File: config.mk
export PLATFORM = sky130hd
export DESIGN_NAME = fsr_fault_status_and_translation_result
export DESIGN_NICKNAME = d
export VERILOG_FILES = /design/src/verilog/fsr_pkg.sv /design/src/verilog/fsr_fault_status_and_translation_result.sv
export SDC_FILE = /design/constraint.sdc
export NUM_CORES = 1
export LEC_CHECK = 0
export CAP_MARGIN = 20
export CORE_MARGIN = 2
export CORE_UTILIZATION = 31
export CTS_CLUSTER_DIAMETER = 80
export DETAILED_ROUTE_END_ITERATION = 6
export DONT_BUFFER_PORTS = 1
export MAX_ROUTING_LAYER = met4
export PLACE_DENSITY = 0.41
export SLEW_MARGIN = 20
export SYNTH_ARGS = -nofsm -noshare
export SYNTH_HDL_FRONTEND = slang
export SYNTH_SLANG_ARGS = --single-unit
File: constraint.sdc
create_clock -name clk -period 1.8 [get_ports clk]
set_clock_uncertainty 0.15 [all_clocks]
set_input_delay 0.18 -clock clk [delete_from_list [all_inputs] [get_ports clk]]
set_output_delay 0.18 -clock clk [all_outputs]
set_load 0.005 [all_outputs]
File: src/verilog/fsr_pkg.sv
package fsr_pkg;

  // ==========================================================================
  // field positions, instruction fault status
  localparam int FSR_ADDR_INV_BIT = 16;
  localparam int FSR_KIND_BIT     = 12;
  localparam int FSR_LONG_BIT     = 9;
  localparam int FSR_ST_LO        = 0;
  localparam int FSR_ST_W         = 6;
  localparam logic [31:0] FSR_RES1_MASK = 32'h0000_0200;

  // fault status codes
  localparam logic [5:0] FSR_ST_TRANSLATION = 6'h04;
  localparam logic [5:0] FSR_ST_PERMISSION  = 6'h0C;
  localparam logic [5:0] FSR_ST_SYNC_EXTERNAL = 6'h10;
  localparam logic [5:0] FSR_ST_PARITY      = 6'h18;
  localparam logic [5:0] FSR_ST_PC_ALIGN    = 6'h21;
  localparam logic [5:0] FSR_ST_DEBUG       = 6'h22;

  // ==========================================================================
  // translation result layout
  localparam int FSR_TR_ATTR_LO = 56;
  localparam int FSR_TR_OA_LO   = 12;
  localparam int FSR_TR_LONG    = 11;
  localparam int FSR_TR_DOMAIN_LO = 7;
  localparam int FSR_TR_FST_LO    = 1;
  localparam int FSR_TR_IMPL_BIT  = 10;
  localparam int FSR_TR_FIMPL_LO  = 52;
  localparam int FSR_TR_FAIL_BIT  = 0;
  localparam logic [1:0] FSR_DOM_NON   = 2'h0;
  localparam logic [1:0] FSR_DOM_RSVD  = 2'h1;
  localparam logic [1:0] FSR_DOM_OUTER = 2'h2;
  localparam logic [1:0] FSR_DOM_INNER = 2'h3;

  // ==========================================================================
  // privilege levels and register selects
  typedef enum logic [1:0] {FSR_LVL_USER, FSR_LVL_KERNEL, FSR_LVL_HYP} fsr_level_t;
  typedef enum logic {FSR_SEL_FAULT, FSR_SEL_RESULT} fsr_sel_t;

  // system-register access request from the pipeline
  typedef struct packed {
    logic       valid;
    logic       write;
    fsr_sel_t   sel;
    fsr_level_t level;
    logic [63:0] wdata;
  } fsr_access_t;

  // trap controls from the hypervisor configuration registers
  typedef struct packed {
    logic trapVmemWrites;
    logic trapVmemReads;
    logic trapGroupFive;
    logic trapGroupSeven;
  } fsr_trap_ctl_t;

  // instruction abort report
  typedef struct packed {
    logic       valid;
    logic [5:0] status;
    logic       external;
    logic       externalAbortKind;
    logic       faultAddrInvalid;
  } fsr_abort_t;

  // translation completion report
  typedef struct packed {
    logic        valid;
    logic        aborted;
    logic [7:0]  attr;
    logic [27:0] outputAddress;
    logic [1:0]  coherenceDomain;
    logic        deviceOrNonCacheable;
    logic        implBit;
    logic [5:0]  faultStatus;
    logic [11:0] faultImpl;
  } fsr_xlate_t;

endpackage
File: src/verilog/fsr_fault_status_and_translation_result.sv
`timescale 1ns/100ps
module fsr_fault_status_and_translation_result
  import fsr_pkg::*;
#(
  parameter bit HAS_HYP_LEVEL = 1'b1,
  parameter bit CLASSIFY_EXT  = 1'b1
) (
  input  wire logic          clk,
  input  wire logic          rst_b,
  input  wire fsr_access_t   access,
  input  wire fsr_trap_ctl_t trapCtl,
  input  wire fsr_abort_t    abortIn,
  input  wire fsr_xlate_t    xlateIn,
  output logic [63:0]        readData_r,
  output logic               readValid_r,
  output logic               trapToHyp_r,
  output logic               undefinedAccess_r,
  output logic [31:0]        faultStatus_r,
  output logic [63:0]        translationResult_r
);

  // ==========================================================================
  // helpers

  // sanitise shareability: reserved 01 never comes out of a translation
  function automatic logic [1:0] fsr_share(input logic [1:0] sh, input logic devNc);
    logic [1:0] r;
    r = sh;
    if (devNc) begin
      r = FSR_DOM_OUTER;
    end else if (sh == FSR_DOM_RSVD) begin
      r = FSR_DOM_NON;
    end
    return r;
  endfunction

  // ==========================================================================
  // access check and register update
  logic [31:0] faultNxt;
  logic [63:0] resultNxt;
  logic [63:0] rdNxt;
  logic        rvNxt;
  logic        trapNxt;
  logic        undefNxt;
  logic        trapHit;
  logic [31:0] fs;
  logic [63:0] tr;

  always_comb begin
    faultNxt  = faultStatus_r;
    resultNxt = translationResult_r;
    rdNxt     = 64'h0000_0000_0000_0000;
    rvNxt     = 1'b0;
    trapNxt   = 1'b0;
    undefNxt  = 1'b0;
    trapHit   = 1'b0;
    fs        = 32'h0000_0000;
    tr        = 64'h0000_0000_0000_0000;
    // hardware events: latest instruction abort overwrites status
    if (abortIn.valid) begin
      fs = FSR_RES1_MASK;
      fs[FSR_ST_LO +: FSR_ST_W] = abortIn.status;
      if (abortIn.status == FSR_ST_SYNC_EXTERNAL || abortIn.status == FSR_ST_PARITY) begin
        fs[FSR_ADDR_INV_BIT] = abortIn.faultAddrInvalid;
      end // otherwise zero
      if (CLASSIFY_EXT && abortIn.external) begin
        fs[FSR_KIND_BIT] = abortIn.externalAbortKind;
      end
      faultNxt = fs;
    end
    // translation completes with either layout, 64 bits each time
    if (xlateIn.valid) begin
      if (xlateIn.aborted) begin
        tr[FSR_TR_FIMPL_LO +: 12] = xlateIn.faultImpl;
        tr[FSR_TR_LONG] = 1'b1;
        tr[FSR_TR_FST_LO +: FSR_ST_W] = xlateIn.faultStatus;
        tr[FSR_TR_FAIL_BIT] = 1'b1;
      end else begin
        tr[FSR_TR_ATTR_LO +: 8] = xlateIn.attr;
        tr[FSR_TR_OA_LO +: 28] = xlateIn.outputAddress;
        tr[FSR_TR_LONG] = 1'b1;
        tr[FSR_TR_IMPL_BIT] = xlateIn.implBit;
        // bit 9 left zero: value carries no meaning
        tr[FSR_TR_DOMAIN_LO +: 2] = fsr_share(xlateIn.coherenceDomain,
                                              xlateIn.deviceOrNonCacheable);
        tr[FSR_TR_FAIL_BIT] = 1'b0;
      end
      resultNxt = tr;
    end
    // software access; instruction order beats concurrent hardware update
    if (access.valid) begin
      if (access.level == FSR_LVL_USER) begin
        undefNxt = 1'b1;
      end else if (access.level == FSR_LVL_KERNEL && HAS_HYP_LEVEL) begin
        if (access.sel == FSR_SEL_FAULT) begin
          trapHit = (access.write && trapCtl.trapVmemWrites)
                 || (!access.write && trapCtl.trapVmemReads)
                 || trapCtl.trapGroupFive;
        end else begin
          trapHit = trapCtl.trapGroupSeven;
        end
      end
      trapNxt = trapHit;
      if (!undefNxt && !trapHit) begin
        if (access.write) begin
          if (access.sel == FSR_SEL_FAULT) begin
            faultNxt = access.wdata[31:0];
          end else begin
            resultNxt = access.wdata;
          end
        end else begin
          rvNxt = 1'b1;
          rdNxt = (access.sel == FSR_SEL_FAULT) ? {32'h0000_0000, faultStatus_r}
                                                : translationResult_r;
        end
      end
    end
  end

  // stored fields hold no defined value after reset, so only the access response outputs reset
  always_ff @(posedge clk) begin
    faultStatus_r       <= faultNxt;
    translationResult_r <= resultNxt;
    if (!rst_b) begin
      readData_r        <= 64'h0000_0000_0000_0000;
      readValid_r       <= 1'b0;
      trapToHyp_r       <= 1'b0;
      undefinedAccess_r <= 1'b0;
    end else begin
      readData_r        <= rdNxt;
      readValid_r       <= rvNxt;
      trapToHyp_r       <= trapNxt;
      undefinedAccess_r <= undefNxt;
    end
  end

endmodule

Yosys cells after proc, flatten, opt, wreduce, memory -nomap -nowiden
Index checks and enable logic that the tools add are counted.
Operators by class
  $add $sub $neg: 0
  multipliers: 0
  divide/modulo/power cells: 0
  $lt $le $gt $ge: 0
  equal/unequal tests: 4
  shift-type cells: 0
  mux-type cells: 29
  bitwise operators: 4
  reductions and logical operators: 14
Operators by type and width (count)
  $mux 64: 5
  $mux 32: 6
  $mux 28: 1
  $eq 6x5->1 const B: 2
  $mux 1: 11
  $mux 8: 1
  $mux 2: 3
  $mux 6: 1
  $reduce_or 5->1: 1
  $eq 2x1->1 const B: 2
  $mux 4: 1
  $not 1->1: 4
  $reduce_or 4->1: 1
  $logic_and 1x1->1: 3
  $logic_not 1->1: 3
  $logic_or 1x1->1: 3
  $reduce_and 3->1: 1
  $logic_not 2->1: 1
  $reduce_and 2->1: 1
Word-level totals
  flip-flop bits (word level): 163
  latch bits: 0
  memory bits (writable): 0
  memory bits (read-only): 0
  bits of input ports: 145
  logic and storage cells: 58
  memories kept: 0

Depth between registers and ports, before layout
Gate-level depths: netlist of run 1.
  depth in word-level cells: 12
  gate-level depth with buffers: 6
  gate-level depth less buffers: 4

Worst setup path before layout of run 1
Ideal clock, no wire load.
  kind: input to register
  start point: in access[67] (netlist bit)
  end point: reg faultStatus_r[10]
  library setup time: 0.121 ns
  data arrival time: 1.385 ns
  path slack: 0.143 ns
  stages: 5
  buffers on the path: 1
  cell sequence: mux2_4 > nor4b_4 > o211ai_4 > buf_6 > mux2_4
Between the ends
  longest elaborated chain between the ends: 12
  elaborated cells on any way between the ends: 14
RTL lines
  start: declaration: line fsr_fault_status_and_translation_result.sv:10  | input wire fsr_access_t access,
  $logic_not 1->1: line fsr_fault_status_and_translation_result.sv:97  | || (!access.write && trapCtl.trapVmemReads)
  $logic_and 1x1->1: line fsr_fault_status_and_translation_result.sv:97
  $logic_or 1x1->1: line fsr_fault_status_and_translation_result.sv:97
  $logic_or 1x1->1: line fsr_fault_status_and_translation_result.sv:98  | || trapCtl.trapGroupFive;
  $mux 1: line fsr_fault_status_and_translation_result.sv:95  | if (access.sel == FSR_SEL_FAULT) begin
  $mux 1: line fsr_fault_status_and_translation_result.sv:94  | end else if (access.level == FSR_LVL_KERNEL && HAS_HYP_LEVEL) begin
  $mux 1: line fsr_fault_status_and_translation_result.sv:92  | if (access.level == FSR_LVL_USER) begin
  $mux 1: line fsr_fault_status_and_translation_result.sv:91  | if (access.valid) begin
  $logic_not 1->1: line fsr_fault_status_and_translation_result.sv:104  | if (!undefNxt && !trapHit) begin
  $logic_and 1x1->1: line fsr_fault_status_and_translation_result.sv:104
  $mux 32 *: line fsr_fault_status_and_translation_result.sv:104
  $mux 32 *: line fsr_fault_status_and_translation_result.sv:91
  via faultNxt[10]: line fsr_fault_status_and_translation_result.sv:39  | logic [31:0] faultNxt;
  end signal: assignment: line fsr_fault_status_and_translation_result.sv:122  | faultStatus_r <= faultNxt;
  end: declaration: line fsr_fault_status_and_translation_result.sv:18  | output logic [31:0] faultStatus_r,
Mark *: on every way through the listed nets, which the timed path passes. The rest lies on a longest branch. The select of a mux whose other input is x is not followed.
A chain may end at the register's enable or synchronous reset.

Final worst setup path of run 1
  start point: in xlateIn[59] (netlist bit)
  end point: reg translationResult_r[59]
Between the ends
  longest elaborated chain between the ends: 5
RTL lines
  start: declaration: line fsr_fault_status_and_translation_result.sv:13  | input wire fsr_xlate_t xlateIn,
  $mux 64 *: line fsr_fault_status_and_translation_result.sv:72  | if (xlateIn.valid) begin
  $mux 64: line fsr_fault_status_and_translation_result.sv:106  | if (access.sel == FSR_SEL_FAULT) begin
  $mux 64: line fsr_fault_status_and_translation_result.sv:105  | if (access.write) begin
  $mux 64: line fsr_fault_status_and_translation_result.sv:104
  $mux 64 *: line fsr_fault_status_and_translation_result.sv:91
  via resultNxt[59]: line fsr_fault_status_and_translation_result.sv:40  | logic [63:0] resultNxt;
  end signal: assignment: line fsr_fault_status_and_translation_result.sv:123  | translationResult_r <= resultNxt;
  end: declaration: line fsr_fault_status_and_translation_result.sv:19  | output logic [63:0] translationResult_r
Mark *: on every way through the listed nets, which the timed path passes. The rest lies on a longest branch.

==> results of run 1 <==
==> cells in the mapped netlist (all sizes together) <==
library cell    n
nor3            4
clkbuf         31
inv            18
nor2b          26
nand4b          1
o211ai          1
nand3          15
o2111ai         1
nor4b           2
a21oi          53
nand2           1
a2bb2oi         1
nor2           87
a22oi          39
mux2           46
buf            12
dfxtp         163
a21o            1
o21ai          18
and2           33
nor4            1
mux2i          41
==> stage by stage <==
stage	cell area [µm²]	setup TNS [ns]	cells	util	worst slack [ns]
floorplan	6100	0	595	-	0.143
global placement	6470	-1.24	829	0.334	-0.0459
detailed placement	6470	-1.73	829	0.334	-0.111
CTS	8450	0	997	0.435	0.0798
global route	8450	0	997	0.435	0.00634
finish	8450	0	997	0.435	0.0511
==> power by group through the flow <==
stage / clock network, W / registers (W) / logic (W)
after CTS: 0.00378 / 0.00405 / 0.000885
final: 0.00367 / 0.00404 / 0.000885
after detailed placement: 0 / 0.00413 / 0.000541
after floorplan: 0 / 0.00405 / 0.000468
after global routing: 0.00393 / 0.00407 / 0.000960
after global placement: 0 / 0.00413 / 0.000526
==> layer usage <==
metal / wire (µm) / vias to the layer above
li1: - / 2285
met1: 7650 / 2233
met2: 9520 / 212
met3: 1480 / 17
met4: 267 / 0
met5: 0 / -
==> layout make-up <==
| class | count | area [µm²] | area share |
|---|---|---|---|
| well taps | 265 | 332 | 0.0393 |
| multi-input cells | 371 | 2620 | 0.310 |
| clock buffers | 17 | 425 | 0.0504 |
| inverters | 18 | 67.6 | 0.00800 |
| clock inverters | 15 | 160 | 0.0190 |
| flip-flops and latches | 163 | 3260 | 0.386 |
| repair buffers | 148 | 1580 | 0.187 |
==> worst paths after layout <==
| kind | end | cells past startpoint |
|---|---|---|
| worst max-delay path | translationResult_r[59] | 5 |
| worst min-delay path | translationResult_r[25] | 3 |
| worst max register to register | translationResult_r[59] | 4 |
| worst min register to register | readData_r[47] | 1 |
==> cells by family after synthesis <==
group,synth area share
buf+inv,0.0419
compound gates,0.114
flops,0.535
mux,0.171
simple gates,0.138
==> critical path: stages <==
cell           delay (ns)
dlygate4sd3_1        0.68
nor2_1               0.16
a21oi_1              0.05
mux2_2               0.28
dlygate4sd3_1        0.56
==> sequential cells by signal, indices dropped and copies added, names as in the netlist <==
| register | cells |
|---|---|
| translationResult_r | 64 |
| faultStatus_r | 32 |
| undefinedAccess_r | 1 |
| trapToHyp_r | 1 |
| readData_r | 64 |
| readValid_r | 1 |
==> cells in the final DEF, fill, tap and decap left out, drive strengths merged <==
cell         count
a21o             1
a21oi           53
a22oi           39
a2bb2oi          1
and2            33
buf             14
bufinv           1
clkbuf          17
clkinv           2
clkinvlp         1
dfxtp          163
dlygate4sd3    134
inv             29
mux2            46
mux2i           41
nand2            1
nand3           15
nand4b           1
nor2            87
nor2b           26
nor3             4
nor4             1
nor4b            2
o2111ai          1
o211ai           1
o21ai           18
==> repair_timing <==
action,CTS,global route
endpoints found under the hold margin,157,0
hold buffers,136,0
gates resized for setup,0,0
buffers inserted,0,0
endpoints found under the setup margin,0,0
==> out/qor.txt, run 1 <==
Status: finished, final reports clean
Clk slew on worst S/H paths: 0.07 ns
GPL Wtd Cong: 0.755
Overall power: 0.00860 W
Combinational power share: 0.103
Seq/Total Area, Yosys: 0.535
Core ar.: 19400 µm²
Switching Power: 0.00225 W
CP Launch Type: input port
Vias in the first global route: 4724
Crit share post-route: 0.972
First-pass GRT wire length: 27.0 mm
Syn Std Cell Area: 6100 µm²
Hold_sp: xlateIn[59]
ANT cells: 0
Crit. End Element: register
Actual slew at the worst max-slew pin: 1.02 ns
Final count of negative-setup-slack endpoints: 0
Port bufs: 0
Switching part of the total power: 0.262
Routed Antenna Nets: 0
Initial Util: 0.314
Die area: 20800 µm²
Via Count: 4747
Clock Sink Count: 163
Iteration-0 DRC Markers: 153
Min-delay worst type: input port to register
Fmax: 572 MHz
Gr ovfl total: 0
Hold Vio Cnt, Final: 0
Die Span Y: 144 µm
WP data arrival: 1.91 ns
Synthesized instance count: 595
Post-Syn Nets: 740
Pins Over Slew Limit: 0
# DRC: 0
Max-slew headroom: 0.320
Total of max-cap violations: 0
IR Drop Worst-Case VDD: 589 µV
Worst reg2reg path startpoint: translationResult_r[59]
WL per Instance: 19.0 µm
Minimum clock period: 1.75 ns
Die X: 144 µm
M2 GR Usage: 0.305
Fillers: 1910
Internal: 0.00635 W
Num rows: 51
GRT Total Usage: 0.179
H-tree depth: 4
Via density: 4.76
Clk buf depth: 2
Worst Setup Path Type: input port to register
Flop pwr share: 0.470
Initial antenna violation count: 0
Pin count of the biggest net entering global routing: 49
# nets final: 864
R2r setup slk: 0.20 ns
CP startpoint: xlateIn[59]
GR Util met1: 0.198
Layout cells sized above 1: 0.135
Ys Warns: 0
Root Buffer: clkbuf_16
Power per Cell Area: 1020 nW/µm²
Synth-to-layout area growth: 38.5%
Clock latency on the worst-skew pair: 0.42 ns
Worst-path fanout max: 16
Mean area per synthesized cell: 10.2 µm²
Static leakage: 3.53 nW
Yosys cell types: 27
M3 GR Usage: 0.0563
#FFs+latches synth: 163
Final HPWL DP: 12.1 mm
Leading area contributor after synthesis: dfxtp_1
Synth top area share: 0.535
CP Data Required Time: 1.96 ns
CTS tree: done
Min Hold Slack: 0.0315 ns
Clock power frac: 0.427
RSZ-0062 raised after global routing: false
Num CTS Buffers: 17
Main area contributors after synthesis: dfxtp_1 54%, mux2_4 7.4%, mux2i_1 6.7%, nor2_1 5.4%, a22oi_1 4.8%
# IOs: 308
DR pass1 iterations: 4
Layer with the highest usage: met2
Drt total wl: 18.9 mm
Power figures use the tool's default switching activity.
==> run 2: changes to the inputs <==
- CTS_CLUSTER_SIZE: unset -> 30
- REMOVE_ABC_BUFFERS: unset -> 1
==> run 2 against run 1 <==
Net effect: setup slack better by 0.016 ns; global-route usage up 0.35 points; wire length up 2.7%; core utilization up 0.49 points; sequential cell count unchanged; non-clock buffer count up 7; clock power up 2%; critical path depth up 1; final cell count up 0.60%; maximum frequency up 0.90%; sequential power about the same; combinational power up 2%; critical path type unchanged; critical endpoint is now translationResult_r[60].
==> out/qor.txt, run 2 (synthesized netlist as in run 1, its figures left out) <==
Via density: 4.83
# nets final: 871
Flop pwr share: 0.466
Final Core Density: 0.440
R2r setup slk: 0.13 ns
Core ar.: 19400 µm²
Root Buffer: clkbuf_16
Routed Antenna Nets: 0
Gr ovfl total: 0
First-pass GRT wire length: 27.6 mm
# DRC: 0
Via Count: 4843
Hold depth: 3
Final Non-Filler Cells: 1003
Most common cell after layout, fill and taps aside: dfxtp_1
Reg2Reg Depth: 3
Die area: 20800 µm²
Switching Power: 0.00217 W
WP data arrival: 1.90 ns
Minimum clock period: 1.73 ns
Final count of negative-setup-slack endpoints: 0
Static leakage: 3.56 nW
IR Drop Worst-Case VDD: 593 µV
Min-delay worst type: input port to register
Crit. End Element: register
Status: finished, final reports clean
ANT cells: 0
Worst-path fanout max: 18
WL per Instance: 19.4 µm
Commonest non-fill, non-tap cells in the layout: 163 x dfxtp_1, 140 x dlygate4sd3_1, 87 x nor2_1
Clk slew on worst S/H paths: 0.07 ns
Hold_sp: access[67]
Pins Over Slew Limit: 0
Clock power frac: 0.431
RR Endpoint: faultStatus_r[2]
Worst Setup Path Type: input port to register
Clock Sink Count: 163
Drt total wl: 19.4 mm
Num rows: 51
Initial Util: 0.314
GRT Total Usage: 0.182
CTS tree: done
Num CTS Buffers: 17
Die Span Y: 144 µm
Actual slew at the worst max-slew pin: 0.607 ns
Vias in the first global route: 4916
Crit share post-route: 0.963
Internal: 0.00652 W
Worst reg2reg path startpoint: faultStatus_r[2]
Port bufs: 0
Clock latency on the worst-skew pair: 0.42 ns
Synth-to-layout area growth: 40.1%
Hold Vio Cnt, Final: 0
Pin count of the biggest net entering global routing: 61
Cell count after placement: 829
Power per Cell Area: 1020 nW/µm²
Die X: 144 µm
# IOs: 308
Combinational power share: 0.103
Hold Path End: readData_r[30]
Fillers: 1851
Total of max-cap violations: 0
Initial antenna violation count: 0
DR pass1 iterations: 4
CP Launch Type: input port
Layout cells sized above 1: 0.134
Largest regs: readData_r: 64 flops, translationResult_r: 64 flops, faultStatus_r: 32 flops
Overall power: 0.00869 W
Iteration-0 DRC Markers: 180
Final HPWL DP: 12.0 mm
Clk buf depth: 2
CP Data Required Time: 1.96 ns
Switching part of the total power: 0.250
GPL Wtd Cong: 0.776
RSZ-0062 raised after global routing: false
Setup TNS: 0 ns
Fmax: 577 MHz
H-tree depth: 4
Max-slew headroom: 0.594
==> run 2: critical path, cell delays in order <==
cell and delay [ns]:
nor2b_1 0.12, buf_4 0.14, o2111ai_4 0.33, buf_12 0.22, mux2_2 0.34, dlygate4sd3_1 0.55
==> run 2: per-stage QoR <==
| step | hold slack, ns | setup WS (ns) | cell area (µm²) |
|---|---|---|---|
| 2_1_floorplan | 0.107 | -3.69 | 5910 |
| 3_3_place_gp | 0.116 | -0.0540 | 6470 |
| 3_5_place_dp | 0.110 | -0.114 | 6470 |
| 4_1_cts | 0.00647 | 0.0697 | 8510 |
| 5_1_grt | 0.00706 | 0.0218 | 8540 |
| 6_report | 0.00793 | 0.0667 | 8540 |
==> run 2: layout make-up <==
type	count	area, µm²	area share
clock inverters	12	145	0.0170
well taps	265	332	0.0388
multi-input cells	371	2610	0.306
flip-flops and latches	163	3260	0.382
clock buffers	19	453	0.0530
inverters	18	67.6	0.00791
repair buffers	155	1670	0.195
==> run 2: worst max-delay path by stage <==
stage	startpoint	end
after floorplan	access[64]	translationResult_r[56]
after global placement	access[67]	readData_r[10]
after detailed placement	access[67]	readData_r[0]
after CTS	access[64]	translationResult_r[57]
after global routing	access[64]	translationResult_r[59]
final	access[64]	translationResult_r[60]
==> run 2: power by group through the flow <==
stage,clock network [W],logic (W),registers [W]
final,0.00374,0.000900,0.00405
after detailed placement,0,0.000537,0.00413
after global routing,0.00399,0.000978,0.00407
after global placement,0,0.000524,0.00413
after floorplan,0,0.000431,0.00405
after CTS,0.00386,0.000890,0.00405
==> run 2: layer usage <==
metal  GRT usage  wire length [µm]  vias to the layer above
met5           -                 0                        -
met4      0.0491               174                        0
met3      0.0613              1740                        9
met2       0.309              9530                      227
met1       0.207              7990                     2311
li1            -                 -                     2296
==> run 2: repair_timing <==
item / 4_1_cts / 5_1_grt
hold buffers: 142 / 0
endpoints found under the setup margin: 0 / 0
gates resized for setup: 0 / 0
hold endpoints to repair: 130 / 0
setup buffers: 0 / 0
==> run 3: changes to the inputs <==
- CORE_AREA: unset -> 2 2 118 120
- CORE_MARGIN: 2 -> unset
- CORE_UTILIZATION: 31 -> unset
- DIE_AREA: unset -> 0 0 120 122
- PLACE_DENSITY: 0.41 -> 0.56
==> run 3 against run 2 <==
Net effect: sequential share of layout area rose by 0.79 points; final cell count fell by 8.7%; sequential cell count did not move; hold slack improved by 0.012 ns; cell area fell by 2.0%; combinational power fell by 3.1%; non-clock buffer count fell by 3; core utilization rose by 18 points; critical path depth did not move; wire length fell by 6.0%; register-to-register slack improved by 0.10 ns; clock power barely moved; largest cell class unchanged; highest routed layer unchanged.
==> out/qor.txt, run 3 (synthesized netlist as in run 1, its figures left out) <==
Slowest stage delay, CP: 0.56 ns
Final count of negative-setup-slack endpoints: 0
Total of max-cap violations: 0
Iteration-0 DRC Markers: 254
Minimum clock period: 1.76 ns
# IOs: 308
Layout cells sized above 1: 0.137
Crit share post-route: 0.979
Setup TNS: 0 ns
Num rows: 43
CTS tree: done
Gr ovfl total: 0
DR pass1 iterations: 4
Initial antenna violation count: 0
Final Non-Filler Cells: 916
Synth-to-layout area growth: 37.3%
Num CTS Buffers: 17
Clk slew on worst S/H paths: 0.06 ns
DR top layer: met4
Power per Cell Area: 1040 nW/µm²
Min Hold Slack: 0.0198 ns
IR Drop Worst-Case VDD: 547 µV
RSZ-0062 raised after global routing: false
First-pass GRT wire length: 27.1 mm
Clk buf depth: 2
CP Launch Type: input port
DR WL met3: 1.50 mm
Clock latency on the worst-skew pair: 0.42 ns
Largest regs: readData_r: 64 flops, translationResult_r: 64 flops, faultStatus_r: 32 flops
Initial Util: 0.451
Status: finished, final reports clean
Via density: 5.31
Crit. End Element: register
Actual slew at the worst max-slew pin: 0.609 ns
Multi-input logic area: 2610 µm²
Placed inst area: 6320 µm²
Drt total wl: 18.3 mm
Die Span Y: 122 µm
Via Count: 4860
H-tree depth: 4
Most common cell after layout, fill and taps aside: dfxtp_1
CP Data Required Time: 1.95 ns
Commonest non-fill, non-tap cells in the layout: 163 x dfxtp_1, 136 x dlygate4sd3_1, 87 x nor2_1
Die X: 120 µm
GPL Wtd Cong: 0.793
Clock Sink Count: 163
ANT cells: 0
Core ar.: 13500 µm²
Cell count after placement: 743
Overall power: 0.00867 W
Fillers: 1074
# nets final: 868
Pin count of the biggest net entering global routing: 47
Root Buffer: clkbuf_16
Static leakage: 3.53 nW
Worst Setup Path Type: input port to register
Port bufs: 0
Routed met2 length: 9.47 mm
Die area: 14600 µm²
WL met1: 6.84 mm
GRT Total Usage: 0.253
Min-delay worst type: input port to register
Routed Antenna Nets: 0
Hold Vio Cnt, Final: 0
# DRC: 0
Final Cell Area: 8370 µm²
Final HPWL DP: 11.2 mm
Worst-path fanout max: 32
CP Cell Sequence: mux2_4 -> nor4b_4 -> o211ai_4 -> buf_12 -> mux2i_1 -> dlygate4sd3_1
Fmax: 567 MHz
Worst path slowest cell: dlygate4sd3_1
Max-slew headroom: 0.594
Pins Over Slew Limit: 0
WL per Instance: 19.9 µm
Register area: 3260 µm²
WP data arrival: 1.91 ns
Vias in the first global route: 4897
==> run 3: cell types whose count changed in the layout (fill, tap and decap cells not counted), moves of 2 or more <==
cell	before	now
buf_12	9	7
buf_4	4	8
clkbuf_8	2	0
clkinv_4	3	1
dlygate4sd3_1	140	136
inv_6	4	6
==> run 3: metal layers <==
| layer | GRT usage | up-vias |
|---|---|---|
| li1 | - | 2291 |
| met1 | 0.262 | 2264 |
| met2 | 0.450 | 265 |
| met3 | 0.0768 | 40 |
| met4 | 0.101 | 0 |
| met5 | - | - |
==> run 3: per-stage QoR <==
| stage | setup WS (ns) | utilization |
|---|---|---|
| 2_1_floorplan | -3.69 | - |
| 3_3_place_gp | 0.0726 | 0.468 |
| 3_5_place_dp | 0.0240 | 0.468 |
| 4_1_cts | 0.0242 | 0.618 |
| 5_1_grt | 0.0582 | 0.620 |
| 6_report | 0.0372 | 0.620 |
==> run 3: critical path, delay by kind of cell <==
kind            cells  cell delay, ns
mux                 2            0.45
buf+inv             2            0.75
compound gates      1            0.11
simple gates        1            0.36
==> run 3: final timing paths <==
check                       endpoint  slack, ns                     from  cells past startpoint
max                 faultStatus_r[9]       0.04               access[67]                      6
min           translationResult_r[8]       0.02               access[67]                      3
max reg2reg  translationResult_r[58]       0.23  translationResult_r[58]                      4
min reg2reg           readData_r[61]       0.36  translationResult_r[61]                      1
==> run 3: report_power, final <==
part	switching [W]	internal, W
Clock	0.00153	0.00222
Sequential	0.000226	0.00382
Combinational	0.000342	0.000530
Total	0.00209	0.00658
==> run 3: repair_timing <==
item / CTS / global route
hold buffers: 138 / 0
endpoints found under the hold margin: 148 / 0
endpoints found under the setup margin: 0 / 12
setup buffers: 0 / 3
resized for setup: 0 / 0
==> run 3: area by class of cell <==
cell class	count	share of cell area
inverter	18	0.00807
multi-input combinational	371	0.311
tap	180	0.0269
sequential	163	0.390
timing repair buffer	152	0.190
clock buffer	17	0.0508
clock inverter	15	0.0229
